### src/lcu_map.svh
// register offsets, field positions and counts of the serial block
// assumes byte addresses on an 8-bit AXI4-Lite address
`ifndef LCU_MAP_SVH
`define LCU_MAP_SVH
// byte offsets
`define LCU_OFS_FLAGS 8'h00
`define LCU_OFS_DATA 8'h04
`define LCU_OFS_BAUD 8'h08
`define LCU_OFS_CR1 8'h0c
`define LCU_OFS_CR2 8'h10
`define LCU_OFS_CR3 8'h14
`define LCU_OFS_ERX 8'h18
`define LCU_OFS_ETX 8'h1c
// serial_control_two fields
`define LCU_TX_EMPTY_IRQ_ON 7
`define LCU_TX_DONE_IRQ_ON 6
`define LCU_RX_IRQ_ON 5
`define LCU_QUIET_LINE_IRQ_ON 4
`define LCU_TX_ON 3
`define LCU_RX_ON 2
`define LCU_RX_MUTE 1
`define LCU_BREAK_SEND 0
// serial_control_one and serial_control_three fields
`define LCU_RX_BIT8 7
`define LCU_TX_BIT8 6
`define LCU_WORD9 4
`define LCU_WAKE_ADDR 3
`define LCU_LIN_ON 6
`define LCU_LIN_FOLLOWER_SEL 5
// first prescaler factors
`define LCU_PR_F0 4'd1
`define LCU_PR_F1 4'd3
`define LCU_PR_F2 4'd4
`define LCU_PR_F3 4'd13
// frame and timing counts
`define LCU_OS_LAST 4'hf
`define LCU_OS_MID 4'h7
`define LCU_BRK_LIN 4'd13
`define LCU_BITS8 4'd8
`define LCU_BITS9 4'd9
`define LCU_FRAME8 4'd10
`define LCU_FRAME9 4'd11
// bus answers
`define LCU_RESP_OKAY 2'b00
`define LCU_RESP_SLVERR 2'b10
`endif

### src/lcu_pkg.sv
// types of the serial block: states and the packed state record
// assumes the offsets and counts of lcu_map.svh
package lcu_pkg;
    typedef enum logic [2:0] {TX_IDLE, TX_WAIT, TX_PRE, TX_BRK, TX_DATA} lcu_tx_t;
    typedef enum logic [1:0] {RX_IDLE, RX_START, RX_DATA} lcu_rx_t;
    typedef struct packed {
        logic aw_have; logic [7:0] aw_addr; logic w_have; logic [7:0] wdata; logic wstrb0;
        logic bvalid; logic [1:0] bresp; logic rvalid; logic [7:0] rdata; logic [1:0] rresp;
        logic [7:0] cr1; logic [7:0] cr2; logic [7:0] cr3; logic [7:0] brr;
        logic [7:0] ext_rx_div; logic [7:0] ext_tx_div; logic [7:0] lin_baud_div; logic [3:0] lin_baud_frac;
        logic tx_holding_empty; logic tc; logic rx_ready_flag; logic idle; logic ovr; logic fe;
        logic armed; logic idle_arm;
        lcu_tx_t tst; logic [7:0] tx_hold; logic [10:0] tx_sh;
        logic [3:0] tx_bits; logic [3:0] tx_os;
        logic te_d; logic sbk_d; logic pend_pre; logic pend_brk; logic txd;
        lcu_rx_t rxst; logic [7:0] rx_hold; logic [8:0] rx_sh;
        logic [3:0] rx_bits; logic [3:0] rx_os; logic [7:0] quiet;
        logic [3:0] pre_cnt; logic [7:0] tdiv_cnt; logic [7:0] rdiv_cnt;
        logic [8:0] lin_cnt; logic [3:0] lin_acc; logic lin_xtra;
        logic irq;
    } lcu_st_t;
endpackage

### src/lcu_top.sv
// serial control, data and baud block with AXI4-Lite register access
// assumes rxd synchronous to clk and a single AXI4-Lite master
//
// Summary of operation
// transmit-empty flag raises interrupt when enabled
// transmission-done flag raises interrupt when enabled
// overrun or receive-ready flag raises interrupt while receive interrupt enable set
// quiet-line flag raises interrupt when enabled
// transmitter enable toggled low then high mid-word queues one idle preamble
// transmitter waits one bit time after enable before sending
// receiver enable starts start-bit search; clear disables receiver
// mute bit set by software, cleared by hardware on wake-up
// address-mark wake-up: mute writes ignored while receive-ready is set
// software receives one byte before muting with idle-line wake-up
// break bit sends breaks; set then cleared sends one break word
// data address reads receive holding, writes transmit holding
// first prescaler field selects factor 1, 3, 4 or 13
// transmit divisor field selects power of two 1 to 128
// receive divider field selects power of two 1 to 128
// nonzero extended receive divider replaces receive power-of-two factor
// nonzero extended transmit divider replaces transmit power-of-two factor
// LIN mode aliases LIN divider and fraction registers
// software clears word length and sets LIN enable to enter LIN
// LIN master break sends 13 low bits with conventional baud
// LIN slave ignores break bit and uses one shared LIN generator
// software configures LIN mode before writing LIN baud registers
// master header: break, clear break, 0x55, wait empty, identifier
// empty flag set on transfer to shifter, cleared by status then write
// word length selects 8 or 9 data bits between start and stop
// rate is bus clock over prescaler, over 16, over selected factor
//
// The register offsets and the AXI4-Lite slave port were decided locally.
`include "lcu_map.svh"
`timescale 1ns/100ps
module lcu_top import lcu_pkg::*; (
    // clock and reset
    input wire logic clk,
    input wire logic rst,
    // axi4-lite write address and data
    input wire logic [7:0] awaddr,
    input wire logic awvalid,
    output logic awready,
    input wire logic [31:0] wdata,
    input wire logic [3:0] wstrb,
    input wire logic wvalid,
    output logic wready,
    // axi4-lite write response
    output logic [1:0] bresp,
    output logic bvalid,
    input wire logic bready,
    // axi4-lite read
    input wire logic [7:0] araddr,
    input wire logic arvalid,
    output logic arready,
    output logic [31:0] rdata,
    output logic [1:0] rresp,
    output logic rvalid,
    input wire logic rready,
    // serial line and interrupt
    input wire logic rxd,
    output logic txd,
    output logic irq
);
    // ==========================================================
    // state record and derived terms
    lcu_st_t s;
    lcu_st_t n;
    logic lin_mode, lin_slave, word9, wake_addr, te, sbk_eff, rx_on;
    logic pre_tick, conv_t, conv_r, lin_tick, t_os, r_os, bit_end_t;
    logic wr_go, rd_go, wr_hit, rd_hit, muted, stop_bad;
    logic [3:0] pr, nbits, frame_len, brk_len, tx_len;
    logic [7:0] t_lim, r_lim, flags, qlim;
    logic [8:0] lin_lim;
    logic [4:0] acc_sum;

    // first prescaler factor table
    function automatic logic [3:0] pre_factor(input logic [1:0] sel);
        unique case (sel)
            2'b00: pre_factor = `LCU_PR_F0;
            2'b01: pre_factor = `LCU_PR_F1;
            2'b10: pre_factor = `LCU_PR_F2;
            2'b11: pre_factor = `LCU_PR_F3;
        endcase
    endfunction

    // mode and framing selections
    assign lin_mode = s.cr3[`LCU_LIN_ON];
    assign lin_slave = lin_mode & s.cr3[`LCU_LIN_FOLLOWER_SEL];
    assign word9 = s.cr1[`LCU_WORD9];
    assign wake_addr = s.cr1[`LCU_WAKE_ADDR];
    assign te = s.cr2[`LCU_TX_ON];
    assign rx_on = s.cr2[`LCU_RX_ON];
    assign sbk_eff = s.cr2[`LCU_BREAK_SEND] & ~lin_slave;
    assign nbits = word9 ? `LCU_BITS9 : `LCU_BITS8;
    assign frame_len = word9 ? `LCU_FRAME9 : `LCU_FRAME8;
    assign brk_len = (lin_mode & ~lin_slave) ? `LCU_BRK_LIN : frame_len;
    assign qlim = {frame_len, 4'h0};
    assign flags = {s.tx_holding_empty, s.tc, s.rx_ready_flag, s.idle, s.ovr, 1'b0, s.fe, 1'b0};

    // conventional and extended generators give 16x oversample ticks
    assign pr = pre_factor(s.brr[7:6]);
    assign pre_tick = (s.pre_cnt >= pr - 4'd1);
    assign t_lim = (s.ext_tx_div != 8'h00) ? s.ext_tx_div : (8'h01 << s.brr[5:3]);
    assign r_lim = (s.ext_rx_div != 8'h00) ? s.ext_rx_div : (8'h01 << s.brr[2:0]);
    assign conv_t = pre_tick & (s.tdiv_cnt >= t_lim - 8'h01);
    assign conv_r = pre_tick & (s.rdiv_cnt >= r_lim - 8'h01);

    // lin generator: lpr clocks per tick, fraction adds a clock now and then
    assign lin_lim = {1'b0, s.lin_baud_div} + {8'h00, s.lin_xtra};
    assign lin_tick = (s.lin_baud_div != 8'h00) & (s.lin_cnt >= lin_lim - 9'h001);
    assign t_os = lin_slave ? lin_tick : conv_t;
    assign r_os = lin_slave ? lin_tick : conv_r;
    assign bit_end_t = t_os & (s.tx_os == `LCU_OS_LAST);

    // bus handshakes
    assign wr_go = s.aw_have & s.w_have & ~s.bvalid;
    assign rd_go = arvalid & ~s.rvalid;
    assign wr_hit = (s.aw_addr[7:5] == 3'b000) & (s.aw_addr[1:0] == 2'b00);
    assign rd_hit = (araddr[7:5] == 3'b000) & (araddr[1:0] == 2'b00);
    assign muted = s.cr2[`LCU_RX_MUTE];
    assign stop_bad = ~rxd;

    // transmit length of the running state
    always_comb begin
        unique case (s.tst)
            TX_WAIT: tx_len = 4'd1;
            TX_BRK: tx_len = brk_len;
            default: tx_len = frame_len;
        endcase
    end

    // ==========================================================
    // next state
    always_comb begin
        acc_sum = {1'b0, s.lin_acc} + {1'b0, s.lin_baud_frac};
        n = s;
        // baud dividers
        n.pre_cnt = pre_tick ? 4'h0 : s.pre_cnt + 4'd1;
        if (pre_tick) begin
            n.tdiv_cnt = conv_t ? 8'h00 : s.tdiv_cnt + 8'h01;
            n.rdiv_cnt = conv_r ? 8'h00 : s.rdiv_cnt + 8'h01;
        end
        if (s.lin_baud_div == 8'h00) begin
            n.lin_cnt = 9'h000;
        end else if (lin_tick) begin
            n.lin_cnt = 9'h000;
            n.lin_acc = acc_sum[3:0];
            n.lin_xtra = acc_sum[4];
        end else begin
            n.lin_cnt = s.lin_cnt + 9'h001;
        end
        // bus address and data capture
        if (awvalid & ~s.aw_have) begin
            n.aw_have = 1'b1;
            n.aw_addr = awaddr;
        end
        if (wvalid & ~s.w_have) begin
            n.w_have = 1'b1;
            n.wdata = wdata[7:0];
            n.wstrb0 = wstrb[0];
        end
        if (s.bvalid & bready) begin
            n.bvalid = 1'b0;
        end
        if (s.rvalid & rready) begin
            n.rvalid = 1'b0;
        end
        // register write
        if (wr_go) begin
            n.aw_have = 1'b0;
            n.w_have = 1'b0;
            n.bvalid = 1'b1;
            n.bresp = wr_hit ? `LCU_RESP_OKAY : `LCU_RESP_SLVERR;
            if (wr_hit & s.wstrb0) begin
                unique case (s.aw_addr)
                    `LCU_OFS_DATA: begin
                        n.tx_hold = s.wdata;
                        if (s.armed) begin
                            n.tx_holding_empty = 1'b0;
                            n.tc = 1'b0;
                            n.armed = 1'b0;
                        end
                    end
                    `LCU_OFS_BAUD: begin
                        if (lin_mode) begin
                            n.lin_baud_div = s.wdata;
                        end else begin
                            n.brr = s.wdata;
                        end
                    end
                    `LCU_OFS_CR1: n.cr1 = {s.cr1[`LCU_RX_BIT8], s.wdata[6:0]};
                    `LCU_OFS_CR2: begin
                        n.cr2 = s.wdata;
                        if (wake_addr & s.rx_ready_flag) begin
                            n.cr2[`LCU_RX_MUTE] = muted;
                        end
                    end
                    `LCU_OFS_CR3: n.cr3 = s.wdata;
                    `LCU_OFS_ERX: begin
                        if (!lin_mode) begin
                            n.ext_rx_div = s.wdata;
                        end
                    end
                    `LCU_OFS_ETX: begin
                        if (lin_mode) begin
                            n.lin_baud_frac = s.wdata[3:0];
                        end else begin
                            n.ext_tx_div = s.wdata;
                        end
                    end
                    default: ;
                endcase
            end
        end
        // register read, with the flag clearing sequence
        if (rd_go) begin
            n.rvalid = 1'b1;
            n.rresp = rd_hit ? `LCU_RESP_OKAY : `LCU_RESP_SLVERR;
            n.rdata = 8'h00;
            unique case (araddr)
                `LCU_OFS_FLAGS: begin
                    n.rdata = flags;
                    n.armed = 1'b1;
                end
                `LCU_OFS_DATA: begin
                    n.rdata = s.rx_hold;
                    if (s.armed) begin
                        n.rx_ready_flag = 1'b0;
                        n.idle = 1'b0;
                        n.ovr = 1'b0;
                        n.fe = 1'b0;
                        n.armed = 1'b0;
                    end
                end
                `LCU_OFS_BAUD: n.rdata = lin_mode ? s.lin_baud_div : s.brr;
                `LCU_OFS_CR1: n.rdata = s.cr1;
                `LCU_OFS_CR2: n.rdata = s.cr2;
                `LCU_OFS_CR3: n.rdata = s.cr3;
                `LCU_OFS_ERX: n.rdata = lin_mode ? 8'h00 : s.ext_rx_div;
                `LCU_OFS_ETX: n.rdata = lin_mode ? {4'h0, s.lin_baud_frac} : s.ext_tx_div;
                default: ;
            endcase
        end
        // ======================================================
        // transmitter; hardware sets come after the software clears
        n.te_d = te;
        n.sbk_d = sbk_eff;
        if (sbk_eff & ~s.sbk_d) begin
            n.pend_brk = 1'b1;
        end
        if (te & ~s.te_d & (s.tst != TX_IDLE)) begin
            n.pend_pre = 1'b1;
        end
        if ((s.tst != TX_IDLE) & t_os) begin
            n.tx_os = s.tx_os + 4'd1;
            if (s.tx_os == `LCU_OS_LAST) begin
                n.tx_bits = s.tx_bits + 4'd1;
                n.tx_sh = {1'b1, s.tx_sh[10:1]};
            end
        end
        unique case (s.tst)
            TX_IDLE: begin
                n.tx_os = 4'h0;
                n.tx_bits = 4'h0;
                if (te & ~s.te_d) begin
                    n.tst = TX_WAIT;
                end else if (te & (sbk_eff | s.pend_brk)) begin
                    n.tst = TX_BRK;
                end else if (te & s.pend_pre) begin
                    n.tst = TX_PRE;
                end else if (te & ~s.tx_holding_empty) begin
                    n.tst = TX_DATA;
                    n.tx_sh = {1'b1, ~word9 | s.cr1[`LCU_TX_BIT8], s.tx_hold, 1'b0};
                    n.tx_holding_empty = 1'b1;
                end
            end
            TX_WAIT, TX_PRE, TX_BRK, TX_DATA: begin
                if (bit_end_t & (s.tx_bits == tx_len - 4'd1)) begin
                    n.tst = TX_IDLE;
                    if (s.tst == TX_PRE) begin
                        n.pend_pre = 1'b0;
                    end
                    if (s.tst == TX_BRK) begin
                        n.pend_brk = 1'b0;
                    end
                    if ((s.tst == TX_DATA) & s.tx_holding_empty) begin
                        n.tc = 1'b1;
                    end
                end
            end
            default: n.tst = TX_IDLE;
        endcase
        // line level follows the next state
        unique case (n.tst)
            TX_BRK: n.txd = 1'b0;
            TX_DATA: n.txd = n.tx_sh[0];
            default: n.txd = 1'b1;
        endcase
        // ======================================================
        // receiver
        if (!rx_on) begin
            n.rxst = RX_IDLE;
            n.rx_os = 4'h0;
            n.quiet = 8'h00;
        end else if (r_os) begin
            unique case (s.rxst)
                RX_IDLE: begin
                    n.rx_os = 4'h0;
                    if (!rxd) begin
                        n.rxst = RX_START;
                        n.quiet = 8'h00;
                    end else if (s.quiet != qlim) begin
                        n.quiet = s.quiet + 8'h01;
                        if (s.quiet == qlim - 8'h01) begin
                            if (muted & ~wake_addr) begin
                                n.cr2[`LCU_RX_MUTE] = 1'b0;
                            end else if (s.idle_arm) begin
                                n.idle = 1'b1;
                                n.idle_arm = 1'b0;
                            end
                        end
                    end
                end
                RX_START: begin
                    n.rx_os = s.rx_os + 4'd1;
                    if (s.rx_os == `LCU_OS_MID) begin
                        n.rxst = rxd ? RX_IDLE : RX_DATA;
                        n.rx_os = 4'h0;
                        n.rx_bits = 4'h0;
                    end
                end
                RX_DATA: begin
                    n.rx_os = s.rx_os + 4'd1;
                    if (s.rx_os == `LCU_OS_LAST) begin
                        n.rx_bits = s.rx_bits + 4'd1;
                        if (s.rx_bits != nbits) begin
                            n.rx_sh = {rxd, s.rx_sh[8:1]};
                        end else begin
                            n.rxst = RX_IDLE;
                            if (muted & wake_addr & s.rx_sh[8]) begin
                                n.cr2[`LCU_RX_MUTE] = 1'b0;
                            end
                            if (!muted | (wake_addr & s.rx_sh[8])) begin
                                if (s.rx_ready_flag) begin
                                    n.ovr = 1'b1;
                                end else begin
                                    n.rx_hold = word9 ? s.rx_sh[7:0] : s.rx_sh[8:1];
                                    n.cr1[`LCU_RX_BIT8] = word9 & s.rx_sh[8];
                                    n.rx_ready_flag = 1'b1;
                                    n.fe = stop_bad;
                                    n.idle_arm = 1'b1;
                                end
                            end
                        end
                    end
                end
                default: n.rxst = RX_IDLE;
            endcase
        end
        // shared serial interrupt
        n.irq = (n.cr2[`LCU_TX_EMPTY_IRQ_ON] & n.tx_holding_empty) |
            (n.cr2[`LCU_TX_DONE_IRQ_ON] & n.tc) |
            (n.cr2[`LCU_RX_IRQ_ON] & (n.ovr | n.rx_ready_flag)) |
            (n.cr2[`LCU_QUIET_LINE_IRQ_ON] & n.idle);
    end

    // ==========================================================
    // state register
    always_ff @(posedge clk or posedge rst) begin
        if (rst) begin
            s <= '0;
            s.tx_holding_empty <= 1'b1;
            s.tc <= 1'b1;
            s.txd <= 1'b1;
        end else begin
            s <= n;
        end
    end

    // outputs
    assign awready = ~s.aw_have;
    assign wready = ~s.w_have;
    assign bvalid = s.bvalid;
    assign bresp = s.bresp;
    assign arready = ~s.rvalid;
    assign rvalid = s.rvalid;
    assign rresp = s.rresp;
    assign rdata = {24'h000000, s.rdata};
    assign txd = s.txd;
    assign irq = s.irq;
endmodule // lcu_top

### config.mk
export PLATFORM = sky130hd
export DESIGN_NAME = lcu_top
export DESIGN_NICKNAME = d
export VERILOG_FILES = /design/src/lcu_pkg.sv /design/src/lcu_top.sv
export VERILOG_INCLUDE_DIRS = /design/src
export SDC_FILE = /design/constraint.sdc
export NUM_CORES = 1
export LEC_CHECK = 0
export BUFFER_PORTS_ARGS = -buffer_cell sky130_fd_sc_hd__buf_2
export CAP_MARGIN = 20
export CORE_ASPECT_RATIO = 0.5
export CORE_MARGIN = 4
export CORE_UTILIZATION = 50
export CTS_CLUSTER_DIAMETER = 100
export DETAILED_ROUTE_END_ITERATION = 10
export PLACE_DENSITY_LB_ADDON = 0.3
export SYNTH_ARGS = -nofsm -noshare
export SYNTH_HDL_FRONTEND = slang
export SYNTH_SLANG_ARGS = --single-unit
### constraint.sdc
create_clock -name clk -period 13.6 [get_ports clk]
set_clock_uncertainty 0.2 [all_clocks]
set_input_delay 0.68 -clock clk [delete_from_list [all_inputs] [get_ports clk]]
set_output_delay 0.68 -clock clk [all_outputs]
set_load 0.01 [all_outputs]
==> run_results.csv, run 1 <==
group,metric,value,unit
routing,ant_nets,0,
routing,drtIter0Drc,627,
routing,wl_per_cell,18.2,um
clocking,ctsHoldBuffers,0,
synth,synthesis.area,11400,um^2
power,irDropWorstVdd,0.140,mV
synth,synth-edff-count,0,
critical_path,critPathKind,"flop to flop",
floorplanning,die_w,221,um
synth,yosysWarnings,0,
power,power_density,185,nW/um^2
routing,first_pass_iters,5,
synth,ys_seq_elements,204,
critical_path,cp_max_fo,10,
clocking,path_clk_slew,70,ps
critical_path,timing.rr.end,"s[64]",
routing,vias_per_cell,5.81,
floorplanning,start_util,0.517,
sta,grt_setup_unrepaired,"false",
floorplanning,ios,103,
floorplanning,rows,38,
sta,hold_ws,61.5,ps
synth,async_flop_share,1.00,
global_routing,antenna_found_initial,2,
power,power.internal,1.36,mW
synth,ys_seq_area_frac,0.450,
sta,report.final.slew_viol_count,0,
synth,avgSynthCellArea,10.7,um^2
routing,vias,8151,
finish,layout-drive-gt1-share,0.201,
critical_path,startpoint_type,"flop",
sta,finalCritPeriodShare,0.409,
synth,ys_top_cells_by_area,"dfrtp_1 44%, mux2_2 10%, ha_1 6.1%, buf_4 2.7%, nor2_1 2.5%",
placement,finalWeightedCongestion,0.841,
clocking,cts_tree,"yes",
sta,finalSetupTns,0,ps
routing,remaining_drc_errors,0,
sta,setup_viol,0,
placement,io_buffer_count,49,
sta,tightest_slew,1010,ps
finish,multi_input_area,5710,um^2
critical_path,cp_data_required_time,13770,ps
sta,period_needed,5560,ps
critical_path,arrival,5730,ps
floorplanning,dieArea,25300,um^2
clocking,clk_latency,490,ps
clocking,root_buffer,"clkbuf_16",
power,p_leak,5.94,nW
power,switching_share,0.400,
critical_path,reg2reg_from,"s[133]",
finish,seq_area,5110,um^2
run_status,status,"complete, no violations",
synth,synthDistinctLibCells,87,
floorplanning,core_area,22000,um^2
global_routing,grt_max_degree,110,
finish,syn_to_final_growth,8.39,%
critical_path,rrSetupSlack,8040,ps
finish,nFillCells,1841,
critical_path,endpoint,"s[64]",
power,p_sw,0.910,mW
clocking,cts_buffer_depth,3,
sta,fmax,180,MHz
routing,drt-total-wl,25.6,mm
synth,synth_cells,1061,
power,combPwrFrac,0.394,
synth,netlist.area_leader.share,0.443,
synth,dominantRegCellSynth,"dfrtp_1",
global_routing,grt_pass1_vias,8241,
global_routing,grt.overflow.total,0,
global_routing,grt_pass1_wl,42.6,mm
synth,synth_area_leader_cell,"dfrtp_1",
clocking,clock_sinks,204,
global_routing,grtUsageTotal,0.204,
hold_path,worst_hold_path_type,"input pin to asynchronous set/reset pin",
placement,hpwl,18.2,mm
clocking,cts-resized-gates,0,
sta,hold_viol,0,
clocking,cts_buffers,20,
clocking,htree_num_levels,1,
power,pwr-share-clk,0.248,
run,cap_violations,0,
finish,fin_nets,1204,
clocking,post_cts_buffers,0,
power,seqPwrFrac,0.358,
critical_path,reg2reg_depth,17,
critical_path,end_kind,"flop",
floorplanning,die_h,115,um
sta,max-slew-margin-rel,0.322,
critical_path,startpoint,"s[133]",
## metal layers
| metal | GRT usage | wire (um) | vias up |
|---|---|---|---|
| met5 | 0 | 13 | - |
| met4 | 0.0631 | 618 | 2 |
| met3 | 0.0433 | 1690 | 55 |
| met2 | 0.333 | 11700 | 238 |
| met1 | 0.276 | 11600 | 4008 |
| li1 | - | - | 3848 |
## through the flow
stage,setup slack [ps],instances,utilization,power (mW),instance area [um^2]
after CTS,8080,1402,0.560,2.27,12300
after global routing,7710,1403,0.560,2.42,12300
after detailed placement,8100,1366,0.530,1.70,11600
after global placement,8160,1366,0.530,1.66,11600
after floorplan,7160,1086,-,1.49,11400
final,8040,1403,0.560,2.27,12300
## synth_stat cells (all sizes together), types with 3 or more instances
cell type and number:
nor2b 14, or3 7, xnor2 17, or2 3
a22o 5, dfstp 3, nor3 21, a31oi 20
clkbuf 21, nor3b 4, xor2 21, nand2b 18
a21oi 37, a22oi 15, a222oi 12, mux2 113
a311o 4, nand4b 4, nand2 69, a21boi 4
nor4bb 3, o21a 5, nor2 79, nand3b 4
o21ai 55, a21o 17, o31ai 3, a32o 4
inv 40, and3 17, nor4 8, and2 6
dfrtp 201, mux2i 17, buf 53, ha 55
a211oi 4, nand3 36, nand4 15
## worst max-delay path, stage by stage, from the launching register on
cell and delay [ps]:
dfrtp_1 410, or3_1 410, or3_1 340, or2_1 260
or3_4 370, nor3_1 200, a21oi_1 130, ha_1 220
nand2_1 80, a21oi_2 50, xor2_1 180, ha_1 280
nand4_1 140, o31ai_4 670, a32o_1 640, nand4_4 270
nor2_8 280, mux2_4 320
## power by group through the flow
stage | Clock [mW] | Combinational [mW] | Sequential, mW
global route | 0.607 | 0.994 | 0.820
detailed placement | 0 | 0.878 | 0.818
floorplan | 0 | 0.742 | 0.744
CTS | 0.575 | 0.883 | 0.807
global placement | 0 | 0.846 | 0.815
finish | 0.564 | 0.896 | 0.814
## sequential cells by signal, indices dropped and copies added, names as in the netlist
| signal | cells |
|---|---|
| bresp | 1 |
| txd | 1 |
| flags | 6 |
| irq | 1 |
| bvalid | 1 |
| lin_mode | 1 |
| rx_on | 1 |
| rdata | 8 |
| muted | 1 |
| rvalid | 1 |
| s | 180 |
| rresp | 1 |
| n | 1 |
## cell type report
class | count | share of cell area
Clock buffer | 32 | 0.0501
Clock inverter | 4 | 0.00417
Timing Repair Buffer | 54 | 0.0230
Sequential cell | 204 | 0.415
Antenna cell | 1 | 0.000203
Inverter | 40 | 0.0128
Tap cell | 300 | 0.0305
Multi-Input combinational cell | 768 | 0.464
## cells by family (layout without fill, tap and decap cells)
| family | after synthesis | in the layout | synth area share |
|---|---|---|---|
| DFF | 204 | 204 | 0.450 |
| adders and majority gates | 56 | 56 | 0.0624 |
| xor gates and xnor gates | 38 | 38 | 0.0293 |
| and+or+nand+nor | 313 | 313 | 0.148 |
| buffers and inverters | 114 | 130 | 0.0559 |
| other | 1 | 27 | 0.000330 |
| AOI/OAI and AO/OA | 205 | 205 | 0.124 |
| muxes | 130 | 130 | 0.130 |
## layout by cell type (no fill, tap or decap), drive strengths merged, types with 15 or more instances in the layout
cell type / netlist / final
a21oi: 37 / 37
ha: 55 / 55
mux2i: 17 / 17
inv: 40 / 41
clkbuf: 21 / 32
nand4: 15 / 15
a22oi: 15 / 15
xor2: 21 / 21
nor2: 79 / 79
xnor2: 17 / 17
mux2: 113 / 113
nand2: 69 / 69
nand3: 36 / 36
nor3: 21 / 21
conb: 1 / 26
dfrtp: 201 / 201
buf: 53 / 54
a21o: 17 / 17
o21ai: 55 / 55
nand2b: 18 / 18
and3: 17 / 17
a31oi: 20 / 20
## worst min path at each step
stage	depth (start not counted)	endpoint	start	slack, ps
after floorplan	1	s[93]	s[93]	240
after global placement	1	rdata[4]	rdata[4]	260
after detailed placement	1	s[93]	s[93]	260
after CTS	2	bvalid	bready	150
after global routing	2	rvalid	rready	150
final	2	s[54]	rst	60
Note: power is estimated with default switching activity, not from simulation.
==> inputs of run 2 (changes only) <==
==> constraint.sdc (replaced) <==
create_clock -name clk -period 5.4 [get_ports clk]
set_clock_uncertainty 0.2 [all_clocks]
set_input_delay 0.27 -clock clk [delete_from_list [all_inputs] [get_ports clk]]
set_output_delay 0.27 -clock clk [all_outputs]
set_load 0.01 [all_outputs]
==> run_results.csv, run 2 (synthesized netlist as in run 1, its figures left out) <==
group,metric,value,unit
run_status,status,"complete, no violations",
sta,finalSetupTns,0,ps
finish,nFillCells,1827,
floorplanning,rows,38,
placement,finalWeightedCongestion,0.842,
routing,vias,8280,
sta,hold_viol,0,
floorplanning,die_w,221,um
power,power_density,465,nW/um^2
floorplanning,die_h,115,um
power,irDropWorstVdd,0.371,mV
sta,setup_viol,0,
critical_path,cp_max_fo,10,
critical_path,cp_data_required_time,5580,ps
placement,placed_area,11600,um^2
floorplanning,dieArea,25300,um^2
finish,layout-drive-gt1-share,0.202,
hold_path,worst_hold_path_type,"input pin to asynchronous set/reset pin",
placement,hpwl,17.8,mm
finish,seq_area,5110,um^2
sta,fmax,196,MHz
sta,finalCritPeriodShare,0.947,
finish,layout_common_cells,"201 x dfrtp_1, 102 x mux2_2, 76 x nor2_1, 68 x nand2_1, 55 x ha_1",
routing,wl_per_cell,18.0,um
critical_path,startpoint_type,"flop",
power,p_leak,6.11,nW
clocking,cts_buffer_depth,3,
global_routing,grt.overflow.total,0,
routing,vias_per_cell,5.80,
routing,drtIter0Drc,615,
sta,max-slew-margin-rel,0.266,
sta,tightest_slew,1100,ps
routing,first_pass_iters,8,
routing,ant_nets,0,
clocking,clk_latency,500,ps
finish,largest_reg_flops,180,
placement,dp_slack,284,ps
clocking,cts_tree,"yes",
clocking,htree_num_levels,1,
finish,final_common_cell,"dfrtp_1",
routing,drt-total-wl,25.6,mm
clocking,post_cts_buffers,0,
clocking,cts_buffers,20,
finish,syn_to_final_growth,11.6,%
finish,antennaDiodeCount,0,
critical_path,end_kind,"flop",
clocking,clock_sinks,204,
critical_path,arrival,5290,ps
sta,finalWorstSetupSlack,288,ps
global_routing,grt_pass1_wl,42.4,mm
clocking,root_buffer,"clkbuf_16",
finish,regMostFlops,"s",
global_routing,grt_max_degree,191,
global_routing,grtUsageTotal,0.202,
finish,fin_nets,1230,
clocking,path_clk_slew,70,ps
global_routing,grt_pass1_vias,8279,
global_routing,antenna_found_initial,1,
critical_path,critPathKind,"flop to flop",
finish,multi_input_area,5730,um^2
placement,io_buffer_count,49,
sta,period_needed,5110,ps
sta,grt_setup_unrepaired,"false",
routing,remaining_drc_errors,0,
sta,report.final.slew_viol_count,0,
floorplanning,core_area,22000,um^2
finish,fin_area,12700,um^2
floorplanning,start_util,0.517,
floorplanning,ios,103,
run,cap_violations,0,
## run 2: changes by cell type in the layout (fill, tap and decap cells not counted), moves of 2 or more
| cell | change |
|---|---|
| clkbuf_1 | -4 |
| dlygate4sd3_1 | +25 |
| bufinv_16 | +2 |
| clkbuf_8 | +4 |
## run 2: area by class of cell
type                       instances  area share
inverter                          40      0.0121
timing repair buffer              80      0.0436
tap                              300      0.0296
sequential                       204       0.403
clock inverter                     4     0.00751
multi-input combinational        768       0.452
clock buffer                      32      0.0518
## run 2: path summary, 6_finish.rpt
| check | slack, ps | cells after the start | start | end |
|---|---|---|---|---|
| hold reg to reg | 280 | 1 | s[93] | s[93] |
| max in group asynchronous | 3590 | 4 | rst | s[29] |
| setup / recovery | 290 | 17 | s[133] | s[58] |
| min in group clk | 110 | 3 | araddr[2] | s[106] |
| setup reg to reg | 290 | 17 | s[133] | s[58] |
| hold / removal | 100 | 3 | rst | s[39] |
## run 2: worst max-delay path, stage by stage, from the launching register on
cell	delay [ps]
dfrtp_1	400
or3_1	400
or3_1	330
or2_1	260
or3_4	380
nor3_1	200
a21oi_1	130
ha_1	210
nand2_1	80
a21oi_2	50
xor2_1	180
ha_1	280
nand4_1	140
o31ai_4	580
a32o_1	360
buf_4	240
nand4_4	200
mux2_1	380
## run 2: what timing repair did
action                     4_1_cts  5_1_grt
gates resized for setup          0        3
setup endpoints to repair        0       11
hold buffers                    25        0
hold endpoints to repair        39        0
## run 2: stage by stage
step	utilization	hold slack [ps]	power, mW	instances
global placement	0.530	65.1	4.22	1366
finish	0.577	98.5	5.90	1428
detailed placement	0.530	68.8	4.30	1366
CTS	0.576	81.2	5.89	1427
global route	0.577	113	6.31	1428
floorplan	-	163	3.74	1086
## run 2: where the power goes
part / switching (mW) / internal (mW)
Combinational: 1.34 / 0.942
Clock: 0.591 / 0.975
Sequential: 0.329 / 1.72
Total: 2.26 / 3.63
## run 2: layer usage
layer | wire length [um] | global-route usage | share of wire
met5 | 0 | 0 | 0
met4 | 544 | 0.0548 | 0.021
met3 | 1740 | 0.0410 | 0.068
met2 | 12000 | 0.342 | 0.47
met1 | 11300 | 0.271 | 0.44
